[config.mk]
export PLATFORM = sky130hd
export DESIGN_NAME = fetl_top
export DESIGN_NICKNAME = d
export VERILOG_FILES = /design/src/rtl/fetl_pkg.sv /design/src/rtl/fetl_top.sv /design/src/rtl/fetl_dflt.sv
export SDC_FILE = /design/constraint.sdc
export NUM_CORES = 1
export LEC_CHECK = 0
export ABC_AREA = 1
export BUFFER_PORTS_ARGS = -buffer_cell sky130_fd_sc_hd__buf_4
export CORE_AREA = 2 2 124 126
export CTS_BUF_LIST = sky130_fd_sc_hd__clkbuf_4
export DETAILED_ROUTE_END_ITERATION = 8
export DIE_AREA = 0 0 126 128
export PLACE_DENSITY = 0.58
export SYNTH_ARGS = -nofsm -noshare
export SYNTH_HDL_FRONTEND = slang
export SYNTH_SLANG_ARGS = --single-unit
[constraint.sdc]
create_clock -name CLK_SYS -period 2.78 [get_ports CLK_SYS]
set_input_delay 0.417 -clock CLK_SYS [delete_from_list [all_inputs] [get_ports CLK_SYS]]
set_output_delay 0.417 -clock CLK_SYS [all_outputs]
set_load 0.01 [all_outputs]
[src/rtl/fetl_pkg.sv]
package fetl_pkg;

  // ----------------------------------------------------------------
  // Register map
  // ----------------------------------------------------------------
  localparam logic [7:0] ADDR_CSR  = 8'h00; // fp_control_status_reg
  localparam logic [7:0] ADDR_STAT = 8'h04; // Trap status, read only

  // Control/status field positions
  localparam int CSR_RM_LSB    = 0;  // Rounding mode, 2 bits
  localparam int CSR_FS_BIT    = 2;  // flush_zero_select
  localparam int CSR_FLAG_LSB  = 3;  // Flags, 5 bits
  localparam int CSR_EN_LSB    = 8;  // Enables, 5 bits
  localparam int CSR_CAUSE_LSB = 13; // Cause, 6 bits
  localparam int STAT_PEND_BIT = 0;  // Trap pending
  localparam int STAT_LAST_BIT = 1;  // Last operation trapped

  localparam logic [31:0] CSR_RESET = 32'h0000_0000;

  // Condition bit indices inside cause, enable and flag groups
  localparam int C_INX = 0;
  localparam int C_UND = 1;
  localparam int C_OVF = 2;
  localparam int C_DZ  = 3;
  localparam int C_INV = 4;
  localparam int C_UNI = 5;
  localparam int NCOND = 5;

  // Rounding mode codes
  localparam logic [1:0] RND_NEAREST_EVEN = 2'h0;
  localparam logic [1:0] RND_TO_ZERO      = 2'h1;
  localparam logic [1:0] RND_TO_PLUS_INF  = 2'h2;
  localparam logic [1:0] RND_TO_MINUS_INF = 2'h3;

  // Single precision constants
  localparam logic signed [9:0] EXP_MIN  = -10'sd126;
  localparam logic signed [9:0] EXP_MAX  = 10'sd127;
  localparam logic [30:0]       MAG_INF  = 31'h7F80_0000;
  localparam logic [30:0]       MAG_MAXF = 31'h7F7F_FFFF;
  localparam logic [31:0]       QNAN     = 32'h7FC0_0000;

  typedef enum logic [2:0] {
    OP_ADD   = 3'h0,
    OP_SUB   = 3'h1,
    OP_MUL   = 3'h2,
    OP_DIV   = 3'h3,
    OP_SQRT  = 3'h4,
    OP_CVTFX = 3'h5,
    OP_MOVE  = 3'h6, // fp_plain_move
    OP_OTHER = 3'h7
  } fetl_kind_e;

  // Operation report from the arithmetic unit
  typedef struct packed {
    logic              valid;
    fetl_kind_e        kind;
    logic [31:0]       opa;
    logic [31:0]       opb;
    logic              unimpl;      // Hardware cannot do it
    logic              cvt_ovf;     // Fixed point target overflow
    logic [31:0]       rnd_word;    // Rounded, bounded result
    logic signed [9:0] rnd_exp;     // Exponent, unbounded range
    logic              rnd_zero;    // Rounded result is zero
    logic              rnd_inexact; // Differs from exact result
  } fetl_op_s;

  // Completion report toward the pipeline
  typedef struct packed {
    logic        valid;
    logic        wr_en;
    logic        trap;
    logic [31:0] word;
    logic [5:0]  cause;
  } fetl_res_s;

  typedef struct packed {
    logic sign;
    logic zero;
    logic inf;
    logic nan;
    logic snan;
  } fetl_cls_s;

endpackage

[src/rtl/fetl_top.sv]
// Contract
// - Five flags, five enables, six cause bits
// - Trap when cause and enable both set
// - Unimplemented cause always traps, no enable
// - Trap before result write or younger completion
// - Untrapped conditions write IEEE default result
// - Completing instructions accumulate flags; traps don't
// - Flags set by hardware, written by software
// - One condition, except inexact with overflow/underflow
// - Untrapped invalid gives quiet NaN
// - Untrapped divide-by-zero gives signed infinity
// - Overflow result follows rounding mode
// - Inexact gives rounded or overflowed result
// - Untrapped underflow gives rounded result
// - Invalid: sNaN, inf minus inf, 0*inf, 0/0, inf/inf
// - Square root of negative is invalid, -0 fine
// - Unfaithful fixed point conversion is invalid
// - Divide-by-zero only for finite nonzero dividend
// - Tininess judged after rounding, unbounded exponent
// - Loss of accuracy means inexact result
// - Untrapped underflow needs tininess and inexact
// - Trapped underflow signalled on tininess alone
// - Rounding codes: nearest, zero, plus, minus
// - Flush select zeroes tiny results, keeping sign
`timescale 1ns/1ps
module fetl_top (
  input  wire logic                CLK_SYS,
  input  wire logic                RESET,
  input  wire logic                PSEL,
  input  wire logic                PENABLE,
  input  wire logic                PWRITE,
  input  wire logic [7:0]          PADDR,
  input  wire logic [31:0]         PWDATA,
  output logic      [31:0]         PRDATA,
  output logic                     PREADY,
  output logic                     PSLVERR,
  input  wire fetl_pkg::fetl_op_s  OP_IN,
  output logic                     OP_READY,
  output fetl_pkg::fetl_res_s      RES_OUT,
  output logic                     TRAP_PENDING
);

  // ----------------------------------------------------------------
  // Helpers
  // ----------------------------------------------------------------
  // Operand classification, used for both operands
  function automatic fetl_pkg::fetl_cls_s fp_class(input logic [31:0] v);
    fetl_pkg::fetl_cls_s c;
    c.sign = v[31];
    c.zero = (v[30:0] == 31'h0000_0000);
    c.inf  = (v[30:0] == fetl_pkg::MAG_INF);
    c.nan  = (v[30:23] == 8'hFF) && (v[22:0] != 23'h00_0000);
    c.snan = c.nan && !v[22];
    return c;
  endfunction

  // Register address decode, used by read and write paths
  function automatic logic [1:0] reg_sel(input logic [7:0] a);
    logic [1:0] s;
    s = 2'h0;
    if (a == fetl_pkg::ADDR_CSR)  s = 2'h1;
    if (a == fetl_pkg::ADDR_STAT) s = 2'h2;
    return s;
  endfunction

  // ----------------------------------------------------------------
  // State
  // ----------------------------------------------------------------
  logic [1:0]         rm_r;
  logic               fs_r;
  logic [4:0]         en_r;
  logic [4:0]         flag_r;
  logic [5:0]         cause_r;
  logic               last_trap_r;
  logic [31:0]        prdata_r;
  fetl_pkg::fetl_res_s res_r;

  logic [31:0]        opnd [2];
  fetl_pkg::fetl_cls_s cls [2];

  logic               accept;
  logic               csr_wr;
  logic               arith;
  logic               inv;
  logic               dz;
  logic               div_inf_zero;
  logic               special;
  logic               finite;
  logic               tiny;
  logic               ovf;
  logic               und;
  logic               inx;
  logic [5:0]         cause_new;
  logic               trap_new;
  logic               res_sign;
  logic [31:0]        dflt_word;
  logic [31:0]        rd_mux;

  // ----------------------------------------------------------------
  // Operand classification
  // ----------------------------------------------------------------
  assign opnd[0] = OP_IN.opa;
  assign opnd[1] = OP_IN.opb;

  genvar g;
  generate
    for (g = 0; g < 2; g++) begin : g_cls
      assign cls[g] = fp_class(opnd[g]);
    end
  endgenerate

  // ----------------------------------------------------------------
  // Trap term and acceptance
  // ----------------------------------------------------------------
  // Pure combination of stored bits, so a software write that sets
  // a cause with its enable raises the trap in the next cycle
  assign TRAP_PENDING = (|(cause_r[4:0] & en_r))
                      | cause_r[fetl_pkg::C_UNI];

  // Younger instructions are held off while a trap is pending;
  // software clears enabled causes first to release them
  assign OP_READY = !TRAP_PENDING;
  assign accept   = OP_IN.valid && OP_READY;

  // ----------------------------------------------------------------
  // Invalid and divide-by-zero detection
  // ----------------------------------------------------------------
  always_comb begin
    arith = accept && (OP_IN.kind != fetl_pkg::OP_MOVE);
    inv   = 1'b0;
    dz    = 1'b0;
    div_inf_zero = 1'b0;
    if (arith) begin
      if (cls[0].snan || (cls[1].snan &&
          OP_IN.kind != fetl_pkg::OP_SQRT &&
          OP_IN.kind != fetl_pkg::OP_CVTFX)) begin
        inv = 1'b1;
      end
      case (OP_IN.kind)
        fetl_pkg::OP_ADD, fetl_pkg::OP_SUB: begin
          // Effective subtraction of like infinities
          if (cls[0].inf && cls[1].inf &&
              (cls[0].sign ^ cls[1].sign ^
               (OP_IN.kind == fetl_pkg::OP_SUB))) begin
            inv = 1'b1;
          end
        end
        fetl_pkg::OP_MUL: begin
          if ((cls[0].zero && cls[1].inf) ||
              (cls[0].inf && cls[1].zero)) begin
            inv = 1'b1;
          end
        end
        fetl_pkg::OP_DIV: begin
          if ((cls[0].zero && cls[1].zero) ||
              (cls[0].inf && cls[1].inf)) begin
            inv = 1'b1;
          end
          // Zero divisor with a finite nonzero dividend only
          dz = cls[1].zero && !cls[0].zero &&
               !cls[0].inf && !cls[0].nan;
          div_inf_zero = cls[0].inf && cls[1].zero;
        end
        fetl_pkg::OP_SQRT: begin
          // Negative zero is a legal operand
          if (cls[0].sign && !cls[0].zero && !cls[0].nan) begin
            inv = 1'b1;
          end
        end
        fetl_pkg::OP_CVTFX: begin
          if (OP_IN.cvt_ovf || cls[0].inf || cls[0].nan) begin
            inv = 1'b1;
          end
        end
        default: begin
        end
      endcase
    end
  end

  // ----------------------------------------------------------------
  // Overflow, underflow and inexact detection
  // ----------------------------------------------------------------
  // Rounding report is trusted only when no operand is special
  assign special = cls[0].nan || cls[0].inf || cls[1].nan ||
                   cls[1].inf || inv || dz;
  assign finite  = arith && !special &&
                   (OP_IN.kind != fetl_pkg::OP_CVTFX) &&
                   (OP_IN.kind != fetl_pkg::OP_OTHER);

  // Judged on the rounded value with unbounded exponent range
  assign tiny = finite && !OP_IN.rnd_zero &&
                (OP_IN.rnd_exp < fetl_pkg::EXP_MIN);
  assign ovf  = finite &&
                (OP_IN.rnd_exp > fetl_pkg::EXP_MAX);

  // Flushing always loses accuracy, so it counts as inexact
  assign inx = (finite || (OP_IN.kind == fetl_pkg::OP_CVTFX &&
                           arith && !inv)) &&
               (OP_IN.rnd_inexact
                || (ovf && !en_r[fetl_pkg::C_OVF])
                || (fs_r && tiny));

  always_comb begin
    if (en_r[fetl_pkg::C_UND] || fs_r) begin
      und = tiny;
    end else begin
      und = tiny && inx;
    end
  end

  // ----------------------------------------------------------------
  // New cause word
  // ----------------------------------------------------------------
  // Unimplemented outranks all; invalid and divide-by-zero stand
  // alone; only overflow or underflow may pair with inexact
  always_comb begin
    cause_new = 6'h00;
    if (arith && OP_IN.unimpl) begin
      cause_new[fetl_pkg::C_UNI] = 1'b1;
    end else if (inv) begin
      cause_new[fetl_pkg::C_INV] = 1'b1;
    end else if (dz) begin
      cause_new[fetl_pkg::C_DZ] = 1'b1;
    end else begin
      cause_new[fetl_pkg::C_OVF] = ovf;
      cause_new[fetl_pkg::C_UND] = und && !ovf;
      cause_new[fetl_pkg::C_INX] = inx;
    end
  end

  assign trap_new = (|(cause_new[4:0] & en_r))
                  | cause_new[fetl_pkg::C_UNI];

  // ----------------------------------------------------------------
  // Default result
  // ----------------------------------------------------------------
  assign res_sign = (dz || div_inf_zero) ? (cls[0].sign ^ cls[1].sign)
                                         : OP_IN.rnd_word[31];

  fetl_dflt u_dflt (
    .rm       (rm_r),
    .fs       (fs_r),
    .inv      (inv),
    .dz_inf   (dz || div_inf_zero),
    .ovf      (ovf),
    .tiny     (tiny),
    .sign     (res_sign),
    .rnd_word (OP_IN.rnd_word),
    .word     (dflt_word)
  );

  // ----------------------------------------------------------------
  // Completion report
  // ----------------------------------------------------------------
  // A trapping instruction never writes its destination
  always_ff @(posedge CLK_SYS) begin
    if (RESET) begin
      res_r <= '0;
    end else begin
      res_r.valid <= accept;
      res_r.trap  <= accept && trap_new;
      res_r.wr_en <= accept && !trap_new;
      res_r.word  <= accept ? dflt_word : res_r.word;
      res_r.cause <= accept ? cause_new : res_r.cause;
    end
  end

  assign RES_OUT = res_r;

  // ----------------------------------------------------------------
  // APB slave
  // ----------------------------------------------------------------
  // Zero wait states; read data is captured in the setup phase
  assign PREADY  = 1'b1;
  assign PSLVERR = PSEL && PENABLE && (reg_sel(PADDR) == 2'h0);
  assign PRDATA  = prdata_r;
  assign csr_wr  = PSEL && PENABLE && PWRITE &&
                   (reg_sel(PADDR) == 2'h1);

  always_comb begin
    rd_mux = 32'h0000_0000;
    case (reg_sel(PADDR))
      2'h1: begin
        rd_mux[fetl_pkg::CSR_RM_LSB +: 2]       = rm_r;
        rd_mux[fetl_pkg::CSR_FS_BIT]            = fs_r;
        rd_mux[fetl_pkg::CSR_FLAG_LSB +: 5]     = flag_r;
        rd_mux[fetl_pkg::CSR_EN_LSB +: 5]       = en_r;
        rd_mux[fetl_pkg::CSR_CAUSE_LSB +: 6]    = cause_r;
      end
      2'h2: begin
        rd_mux[fetl_pkg::STAT_PEND_BIT] = TRAP_PENDING;
        rd_mux[fetl_pkg::STAT_LAST_BIT] = last_trap_r;
      end
      default: rd_mux = 32'h0000_0000;
    endcase
  end

  // Read data register
  always_ff @(posedge CLK_SYS) begin
    if (RESET) begin
      prdata_r <= 32'h0000_0000;
    end else if (PSEL && !PENABLE && !PWRITE) begin
      prdata_r <= rd_mux;
    end
  end

  // ----------------------------------------------------------------
  // Control fields: rounding mode, flush select, enables
  // ----------------------------------------------------------------
  always_ff @(posedge CLK_SYS) begin
    if (RESET) begin
      rm_r <= fetl_pkg::CSR_RESET[fetl_pkg::CSR_RM_LSB +: 2];
      fs_r <= fetl_pkg::CSR_RESET[fetl_pkg::CSR_FS_BIT];
      en_r <= fetl_pkg::CSR_RESET[fetl_pkg::CSR_EN_LSB +: 5];
    end else if (csr_wr) begin
      rm_r <= PWDATA[fetl_pkg::CSR_RM_LSB +: 2];
      fs_r <= PWDATA[fetl_pkg::CSR_FS_BIT];
      en_r <= PWDATA[fetl_pkg::CSR_EN_LSB +: 5];
    end
  end

  // ----------------------------------------------------------------
  // Cause field
  // ----------------------------------------------------------------
  // An arithmetic op (any kind but a move) in the same cycle as a
  // software write wins, so the newest hardware report is never lost
  always_ff @(posedge CLK_SYS) begin
    if (RESET) begin
      cause_r <= fetl_pkg::CSR_RESET[fetl_pkg::CSR_CAUSE_LSB +: 6];
    end else if (arith) begin
      cause_r <= cause_new;
    end else if (csr_wr) begin
      cause_r <= PWDATA[fetl_pkg::CSR_CAUSE_LSB +: 6];
    end
  end

  // ----------------------------------------------------------------
  // Flag field
  // ----------------------------------------------------------------
  // Sticky: completion ORs in, software write may clear; a set in
  // the same cycle as a clearing write survives
  always_ff @(posedge CLK_SYS) begin
    if (RESET) begin
      flag_r <= fetl_pkg::CSR_RESET[fetl_pkg::CSR_FLAG_LSB +: 5];
    end else begin
      flag_r <= (csr_wr ? PWDATA[fetl_pkg::CSR_FLAG_LSB +: 5]
                        : flag_r)
              | ((arith && !trap_new) ? cause_new[4:0]
                                      : 5'h00);
    end
  end

  // ----------------------------------------------------------------
  // Last operation status
  // ----------------------------------------------------------------
  always_ff @(posedge CLK_SYS) begin
    if (RESET) begin
      last_trap_r <= 1'b0;
    end else if (accept) begin
      last_trap_r <= trap_new;
    end
  end

endmodule // fetl_top

[src/rtl/fetl_dflt.sv]
`timescale 1ns/1ps
module fetl_dflt (
  input  wire logic [1:0]  rm,
  input  wire logic        fs,
  input  wire logic        inv,
  input  wire logic        dz_inf,
  input  wire logic        ovf,
  input  wire logic        tiny,
  input  wire logic        sign,
  input  wire logic [31:0] rnd_word,
  output logic      [31:0] word
);

  // ----------------------------------------------------------------
  // Default result selection
  // ----------------------------------------------------------------
  // Only one special case can apply; invalid is checked first
  always_comb begin
    word = rnd_word;
    if (inv) begin
      word = fetl_pkg::QNAN;
    end else if (dz_inf) begin
      word = {sign, fetl_pkg::MAG_INF};
    end else if (ovf) begin
      // Overflowed value also serves an untrapped inexact
      case (rm)
        fetl_pkg::RND_NEAREST_EVEN: word = {sign, fetl_pkg::MAG_INF};
        fetl_pkg::RND_TO_ZERO:      word = {sign, fetl_pkg::MAG_MAXF};
        fetl_pkg::RND_TO_PLUS_INF:
          word = sign ? {1'b1, fetl_pkg::MAG_MAXF}
                      : {1'b0, fetl_pkg::MAG_INF};
        fetl_pkg::RND_TO_MINUS_INF:
          word = sign ? {1'b1, fetl_pkg::MAG_INF}
                      : {1'b0, fetl_pkg::MAG_MAXF};
        default:                    word = {sign, fetl_pkg::MAG_INF};
      endcase
    end else if (fs && tiny) begin
      word = {sign, 31'h0000_0000};
    end
  end

endmodule // fetl_dflt

* Word-level counts from Yosys, hierarchy flattened
Index checks and enable logic that the tools add are counted.
** Storage, ports and cells
- Register bits after elaboration :: 80
- Bits in latches :: 0
- RAM bits :: 0
- Bits in read-only memories :: 0
- Bits of input ports :: 159
- Output and inout port bits :: 77
- Memories :: 0
** Operators by class
- Add/sub/neg operators :: 0
- Multiply operators :: 0
- Divide/modulo/power cells :: 0
- Magnitude comparators :: 2
- Eq/ne operators :: 19
- Shift-type cells :: 0
- Mux-type cells :: 35
- Bitwise gates (word level) :: 7
- Reduce and logical (&&, ||, !) cells :: 82
** Operators by type and width (count)
- 32-bit two-way mux :: 6
- 32-bit one-hot mux with 4 select lines :: 1
- 31-bit == test, second input constant :: 2
- 31-bit zero test :: 2
- 23-bit nonzero test :: 2
- 1-bit logical AND :: 41
- 1-bit two-way mux :: 17
- 17-bit two-way mux :: 1
- 8-bit == test, second input constant :: 2
- 1-bit logical OR :: 15
- 5-bit two-way mux :: 3
- 1-bit zero test :: 14
- 6-bit two-way mux :: 2
- 3-bit != test, second input constant :: 4
- 5-bit bitwise AND :: 2
- 10-bit by 8-bit greater-than comparator with 1-bit output, second input constant :: 1
- 10-bit by 8-bit less-than comparator with 1-bit output, second input constant :: 1
- 5-bit OR reduction :: 2
- 8-bit by 3-bit == test with 1-bit output, second input constant :: 1
- 8-bit zero test :: 1
- 2-bit == test, second input constant :: 3
- 3-bit by 2-bit == test with 1-bit output, second input constant :: 2
- 3-bit == test, second input constant :: 2
- 5-bit OR :: 1
- 13 further kinds :: 17

* Longest topological paths before layout
- Depth in word-level cells :: 34
- Depth in mapped cells :: 24
- Mapped depth without buffers :: 24

* By module
A second synthesis with hierarchy kept.
** Unflattened totals
- Cells, all modules :: 700
- Area, all modules :: 4513.1 µm²
** By module, submodules not included
- fetl_top :: times used 1, cells each 611, area an instance 4073.9 µm², seq. area each 1601.5 µm²
- fetl_dflt :: times used 1, cells each 89, area an instance 439.2 µm², seq. area each 0.0 µm²

* Least setup slack after synthesis
OpenSTA, ideal clock, no wires.
- Kind :: input -> register
- From :: input port OP_IN[67] (netlist bit)
- To :: register res_r (netlist bit RES_OUT[15])
- Setup time :: 0.067 ns
- Arrival time :: 2.151 ns
- Setup slack :: 0.562 ns
- Stages on the path :: 14
- Cell sequence :: nor2_2 nand2_1 nor2_2 nand2_2 nor4_4 nand3_1 nand3b_2 nand2_1 o21ai_1 nand2_1 a21oi_4 nand2_2 buf_6 o21ai_2
** Between the ends
- Longest elaborated chain between the ends :: 23
** Ends and longest elaborated chain
- from (decl) :: line fetl_top.sv:37 : input wire fetl_pkg::fetl_op_s OP_IN,
- 23-bit nonzero test :: line fetl_top.sv:52 : c.nan = (v[30:23] == 8'hFF) && (v[22:0] != 23'h00_0000);
- 1-bit logical AND :: line fetl_top.sv:52
- 1-bit logical AND :: line fetl_top.sv:53 : c.snan = c.nan && !v[22];
- 1-bit logical AND :: line fetl_top.sv:134 : if (cls[0].snan || (cls[1].snan &&
- 1-bit logical AND :: line fetl_top.sv:135 : OP_IN.kind != fetl_pkg::OP_SQRT &&
- 1-bit logical OR :: line fetl_top.sv:134
- 1-bit two-way mux :: line fetl_top.sv:134
- 1-bit two-way mux (on tied branches)
- [... 5 more ...]
- 1-bit logical AND (2 in series) :: line fetl_top.sv:187 : assign finite = arith && !special &&
- 1-bit logical AND :: line fetl_top.sv:188 : (OP_IN.kind != fetl_pkg::OP_CVTFX) &&
- 1-bit logical AND (2 in series) :: line fetl_top.sv:192 : assign tiny = finite && !OP_IN.rnd_zero &&
- 1-bit logical AND :: line fetl_dflt.sv:37 : end else if (fs && tiny) begin
- 32-bit two-way mux :: line fetl_dflt.sv:37
- 32-bit two-way mux :: line fetl_dflt.sv:24 : end else if (ovf) begin
- 32-bit two-way mux :: line fetl_dflt.sv:22 : end else if (dz_inf) begin
- 32-bit two-way mux (*) :: line fetl_dflt.sv:20 : if (inv) begin
- to (decl) :: line fetl_top.sv:76 : fetl_pkg::fetl_res_s res_r;
Every way passes the cells marked *; elsewhere a longest branch is shown, timed or not.
A chain may end at the register's enable or synchronous reset.

* Worst setup path after layout
- From :: register en_r[4]
- To :: register flag_r[1]
** Between the ends
- Longest elaborated chain between the ends :: 31
** Ends and longest elaborated chain
- from (decl) :: line fetl_top.sv:71 : logic [4:0] en_r;
- from (signal assigned) :: line fetl_top.sv:315 : en_r <= fetl_pkg::CSR_RESET[fetl_pkg::CSR_EN_LSB +: 5];
- from (signal assigned) :: line fetl_top.sv:319 : en_r <= PWDATA[fetl_pkg::CSR_EN_LSB +: 5];
- 5-bit bitwise AND :: line fetl_top.sv:117 : assign TRAP_PENDING = (|(cause_r[4:0] & en_r))
- 5-bit OR reduction :: line fetl_top.sv:117
- 1-bit OR :: line fetl_top.sv:118 : | cause_r[fetl_pkg::C_UNI];
- 1-bit zero test :: line fetl_top.sv:122 : assign OP_READY = !TRAP_PENDING;
- 1-bit logical AND :: line fetl_top.sv:123 : assign accept = OP_IN.valid && OP_READY;
- 1-bit logical AND :: line fetl_top.sv:129 : arith = accept && (OP_IN.kind != fetl_pkg::OP_MOVE);
- 1-bit two-way mux :: line fetl_top.sv:133 : if (arith) begin
- 1-bit logical OR (2 in series) :: line fetl_top.sv:186 : cls[1].inf || inv || dz;
- [... 14 more ...]
- 5-bit two-way mux :: line fetl_top.sv:219 : if (arith && OP_IN.unimpl) begin
- 5-bit bitwise AND :: line fetl_top.sv:232 : assign trap_new = (|(cause_new[4:0] & en_r))
- 5-bit OR reduction :: line fetl_top.sv:232
- 1-bit OR :: line fetl_top.sv:233 : | cause_new[fetl_pkg::C_UNI];
- 1-bit zero test :: line fetl_top.sv:349 : | ((arith && !trap_new) ? cause_new[4:0]
- 1-bit logical AND :: line fetl_top.sv:349
- 5-bit two-way mux (*) :: line fetl_top.sv:349
- 5-bit OR (*) :: line fetl_top.sv:349
- to (signal assigned) :: line fetl_top.sv:345 : flag_r <= fetl_pkg::CSR_RESET[fetl_pkg::CSR_FLAG_LSB +: 5];
- to (signal assigned) :: line fetl_top.sv:347 : flag_r <= (csr_wr ? PWDATA[fetl_pkg::CSR_FLAG_LSB +: 5]
- to (decl) :: line fetl_top.sv:72 : logic [4:0] flag_r;
Marked as above.

==> results.sh <==
export IMPL_outcome="complete, no violations"
export IMPL_synthMuxAreaShare_pct=0.926
export IMPL_max_slew_margin_rel_pct=55.6
export IMPL_drc=0
export IMPL_cts_root_buf="clkbuf_4"
export IMPL_gp_congestion=0.765
export IMPL_synth_enable_flop_cells=0
export IMPL_r2r_start="en_r[4]"
export IMPL_rr_endpoint="flag_r[1]"
export IMPL_pwr_density_cell_nw_per_um2=412
export IMPL_dr_pass1_iters=4
export IMPL_layout_commonest_cell="buf_4"
export IMPL_critPathLaunch="en_r[4]"
export IMPL_grt_pass1_wl_um=21700
export IMPL_synth_ff_type="dfxtp_1"
export IMPL_vias_per_cell=4.56
export IMPL_synth_yosys_seq_area_share_pct=37.0
export IMPL_hold_viol=0
export IMPL_ir_drop_uv=199
export IMPL_syn2layout_area_growth_pct=43.5
export IMPL_first_global_vias=4373
export IMPL_vias=4662
export IMPL_portBuffers=207
export IMPL_cp_cell_sequence="nand2_1 > nand2_1 > a21oi_1 > nand2_2 > inv_2 > nand2_4 > clkinv_4 > nand2_4 > clkinv_2 > nand2_1 > nor2_1 > nand2_1 > nor2_4 > nand4_2 > nand3_2 > nand4_1 > nand2_2 > nor2_1 > nor2_1 > nor2_1"
export IMPL_synth_top_area_share_pct=37.0
export IMPL_synthCells=624
export IMPL_critPathMaxFanout=10
export IMPL_synth_top_family_by_area="simple AND/OR/NAND/NOR gates"
export IMPL_synth_compound_area_share_pct=19.3
export IMPL_cp_data_required_time_ns=3.11
export IMPL_numCtsBuffers=9
export IMPL_slowest_stage="dfxtp_1"
export IMPL_yosysTopAreaCell="dfxtp_1"
export IMPL_worst_setup_path_type="reg2reg"
export IMPL_skew_ns=0.0274
export IMPL_wl_per_cell_um=13.4
export IMPL_antenna_found_initial=0
export IMPL_finalCriticalPeriod_ns=2.47
export IMPL_syn_cell_area_um2=4320
export IMPL_die_w_um=126
export IMPL_hold_slack_ns=0.206
export IMPL_dp_hpwl_um=10700
export IMPL_min_path_type="in2reg"
export IMPL_synth_xor_area_share_pct=0.405
export IMPL_avgSynthCellArea_um2=6.93
export IMPL_final_cell_mix="221 x buf_4, 116 x nand2_1, 90 x nor2_1"
export IMPL_initialDrtViolationCount=217
export IMPL_initial_utilization_pct=29.1
export IMPL_postCtsHoldBufs=0
export IMPL_p_leak_nw=2.89
export IMPL_synth_cell_types=47
export IMPL_worst_slew_pin_slew_ns=0.666
export IMPL_synth_warning_count=0
export IMPL_setup_viol=0
export IMPL_startpoint_type="register"
export IMPL_htreeDepth=3
export IMPL_rrSetupSlack_ns=0.31
export IMPL_synth_simple_gate_area_share_pct=31.4
export IMPL_layout_drive_gt1_share_pct=35.1
export IMPL_endpoint="flag_r[1]"
export IMPL_grt_usage_pct=16.7
export IMPL_die_area_um2=16100
export IMPL_clock_fmax_ghz=0.405
export IMPL_synthTopCellsByArea="dfxtp_1 37%, nand2_1 10%, nor2_1 7.9%, a21oi_1 7.3%, nand3_1 6.0%"
export IMPL_ys_ff_latch=80
export IMPL_cap_violations=0
export IMPL_synthAdderAreaFrac_pct=0.289
export IMPL_clk_latency_ns=0.45
export IMPL_core_um2=14900
export IMPL_r2r_cells=20
export IMPL_drt_total_wl_um=13700
export IMPL_final_nets=989
export IMPL_rsz0062_at_grt="no"
export IMPL_slew_violations=0
export IMPL_arrival_ns=2.80
export IMPL_rows=45
export IMPL_cts_resized=0
export IMPL_cts_tree="done"
export IMPL_path_clk_slew_ns=0.15
export IMPL_grt_max_degree=36
export IMPL_fin_crit_sh_pct=88.9
export IMPL_critical_path_endpoint_type="register"
export IMPL_io_pins=236
export IMPL_slowest_delay_ns=0.37
export IMPL_synth_async_reset_ratio_pct=0
export IMPL_ant_nets=0
export IMPL_antenna_cells=0
export IMPL_clockBufferDepth=2
export IMPL_cts_setup_buffers=0
export IMPL_cts_sinks=80
export IMPL_grt_ovfl_total=0
export IMPL_fp_dieH_um=128
export IMPL_fin_tns_setup_ns=0
-- worst min path at each step --
| stage | from | end | depth (start not counted) |
|---|---|---|---|
| after CTS | PWDATA[2] | fs_r | 3 |
| after global routing | PWDATA[2] | fs_r | 3 |
| final | PWDATA[2] | fs_r | 3 |
| after global placement | flag_r[0] | PRDATA[3] | 2 |
| after detailed placement | flag_r[0] | PRDATA[3] | 2 |
| after floorplan | flag_r[0] | PRDATA[3] | 2 |
-- worst max-delay path, delay by kind of cell (launching register included) --
| family | cells | cell delay (ns) |
|---|---|---|
| AND/OR/NAND/NOR | 16 | 1.55 |
| flip-flops | 1 | 0.37 |
| buffers and inverters | 3 | 0.28 |
| AO/OA/AOI/OAI | 1 | 0.15 |
-- per-stage QoR --
step	std cells	area, µm²	worst slack, ns	power, W	util (%)
floorplan	636	4370	0.562	0.00155	-
global placement	1006	6060	0.0923	0.00186	40.8
detailed placement	1006	6060	0.0817	0.00187	40.8
CTS	1022	6200	0.281	0.00259	41.7
global route	1022	6200	0.0755	0.00271	41.7
finish	1022	6200	0.309	0.00256	41.7
-- Yosys cell counts, types with 2 or more instances --
cell        n
a211oi_1    7
a21oi_1    63
a31oi_1     5
buf_2       4
buf_4      14
buf_6       2
clkbuf_1   20
conb_1      2
dfxtp_1    80
inv_1      51
inv_2       5
mux2i_1     4
nand2_1   116
nand2_2     6
nand2_4     4
nand3_1    52
nand4_1     5
nor2_1     91
nor2_2      4
nor2_4      3
nor3_1      2
nor3_2      3
nor4_1      2
o21ai_0    35
o21ai_1     2
o21ai_2    20
o221ai_1    2
-- area by class of cell --
class | count | area (µm²)
fill | 1634 | 8660
multi-input combinational | 457 | 2320
timing repair buffer | 222 | 1680
sequential | 80 | 1600
tap | 188 | 235
inverter | 59 | 230
clock buffer | 10 | 75.1
clock inverter | 6 | 66.3
-- routing by layer --
layer | vias to the layer above | track usage (%) | routed length, µm
met1 | 2080 | 21.2 | 6070
met2 | 142 | 28.3 | 6630
li1 | 2432 | - | -
met3 | 8 | 4.72 | 908
met5 | - | 0 | 0
met4 | 0 | 3.62 | 119
-- power by group --
part | switching (W) | internal, W
Clock | 0.000432 | 0.000287
Combinational | 0.000291 | 0.000297
Sequential | 0.0000350 | 0.00121
Total | 0.000758 | 0.00180
-- cells by family (layout without fill, tap and decap cells) --
| family | after synthesis | count (layout) |
|---|---|---|
| AOI/OAI and AO/OA | 140 | 140 |
| xor gates and xnor gates | 2 | 2 |
| adders and majority gates | 1 | 1 |
| buffers and inverters | 99 | 297 |
| DFF | 80 | 80 |
| muxes | 4 | 4 |
| other | 2 | 14 |
| and+or+nand+nor | 296 | 296 |
-- flip-flops by register name, indices dropped and copies added, names as in the netlist --
name         cells
cause_r          6
flag_r           5
RES_OUT         41
en_r             5
PRDATA          19
fs_r             1
rm_r             2
last_trap_r      1
No activity file was read; power rests on OpenSTA's default activity.
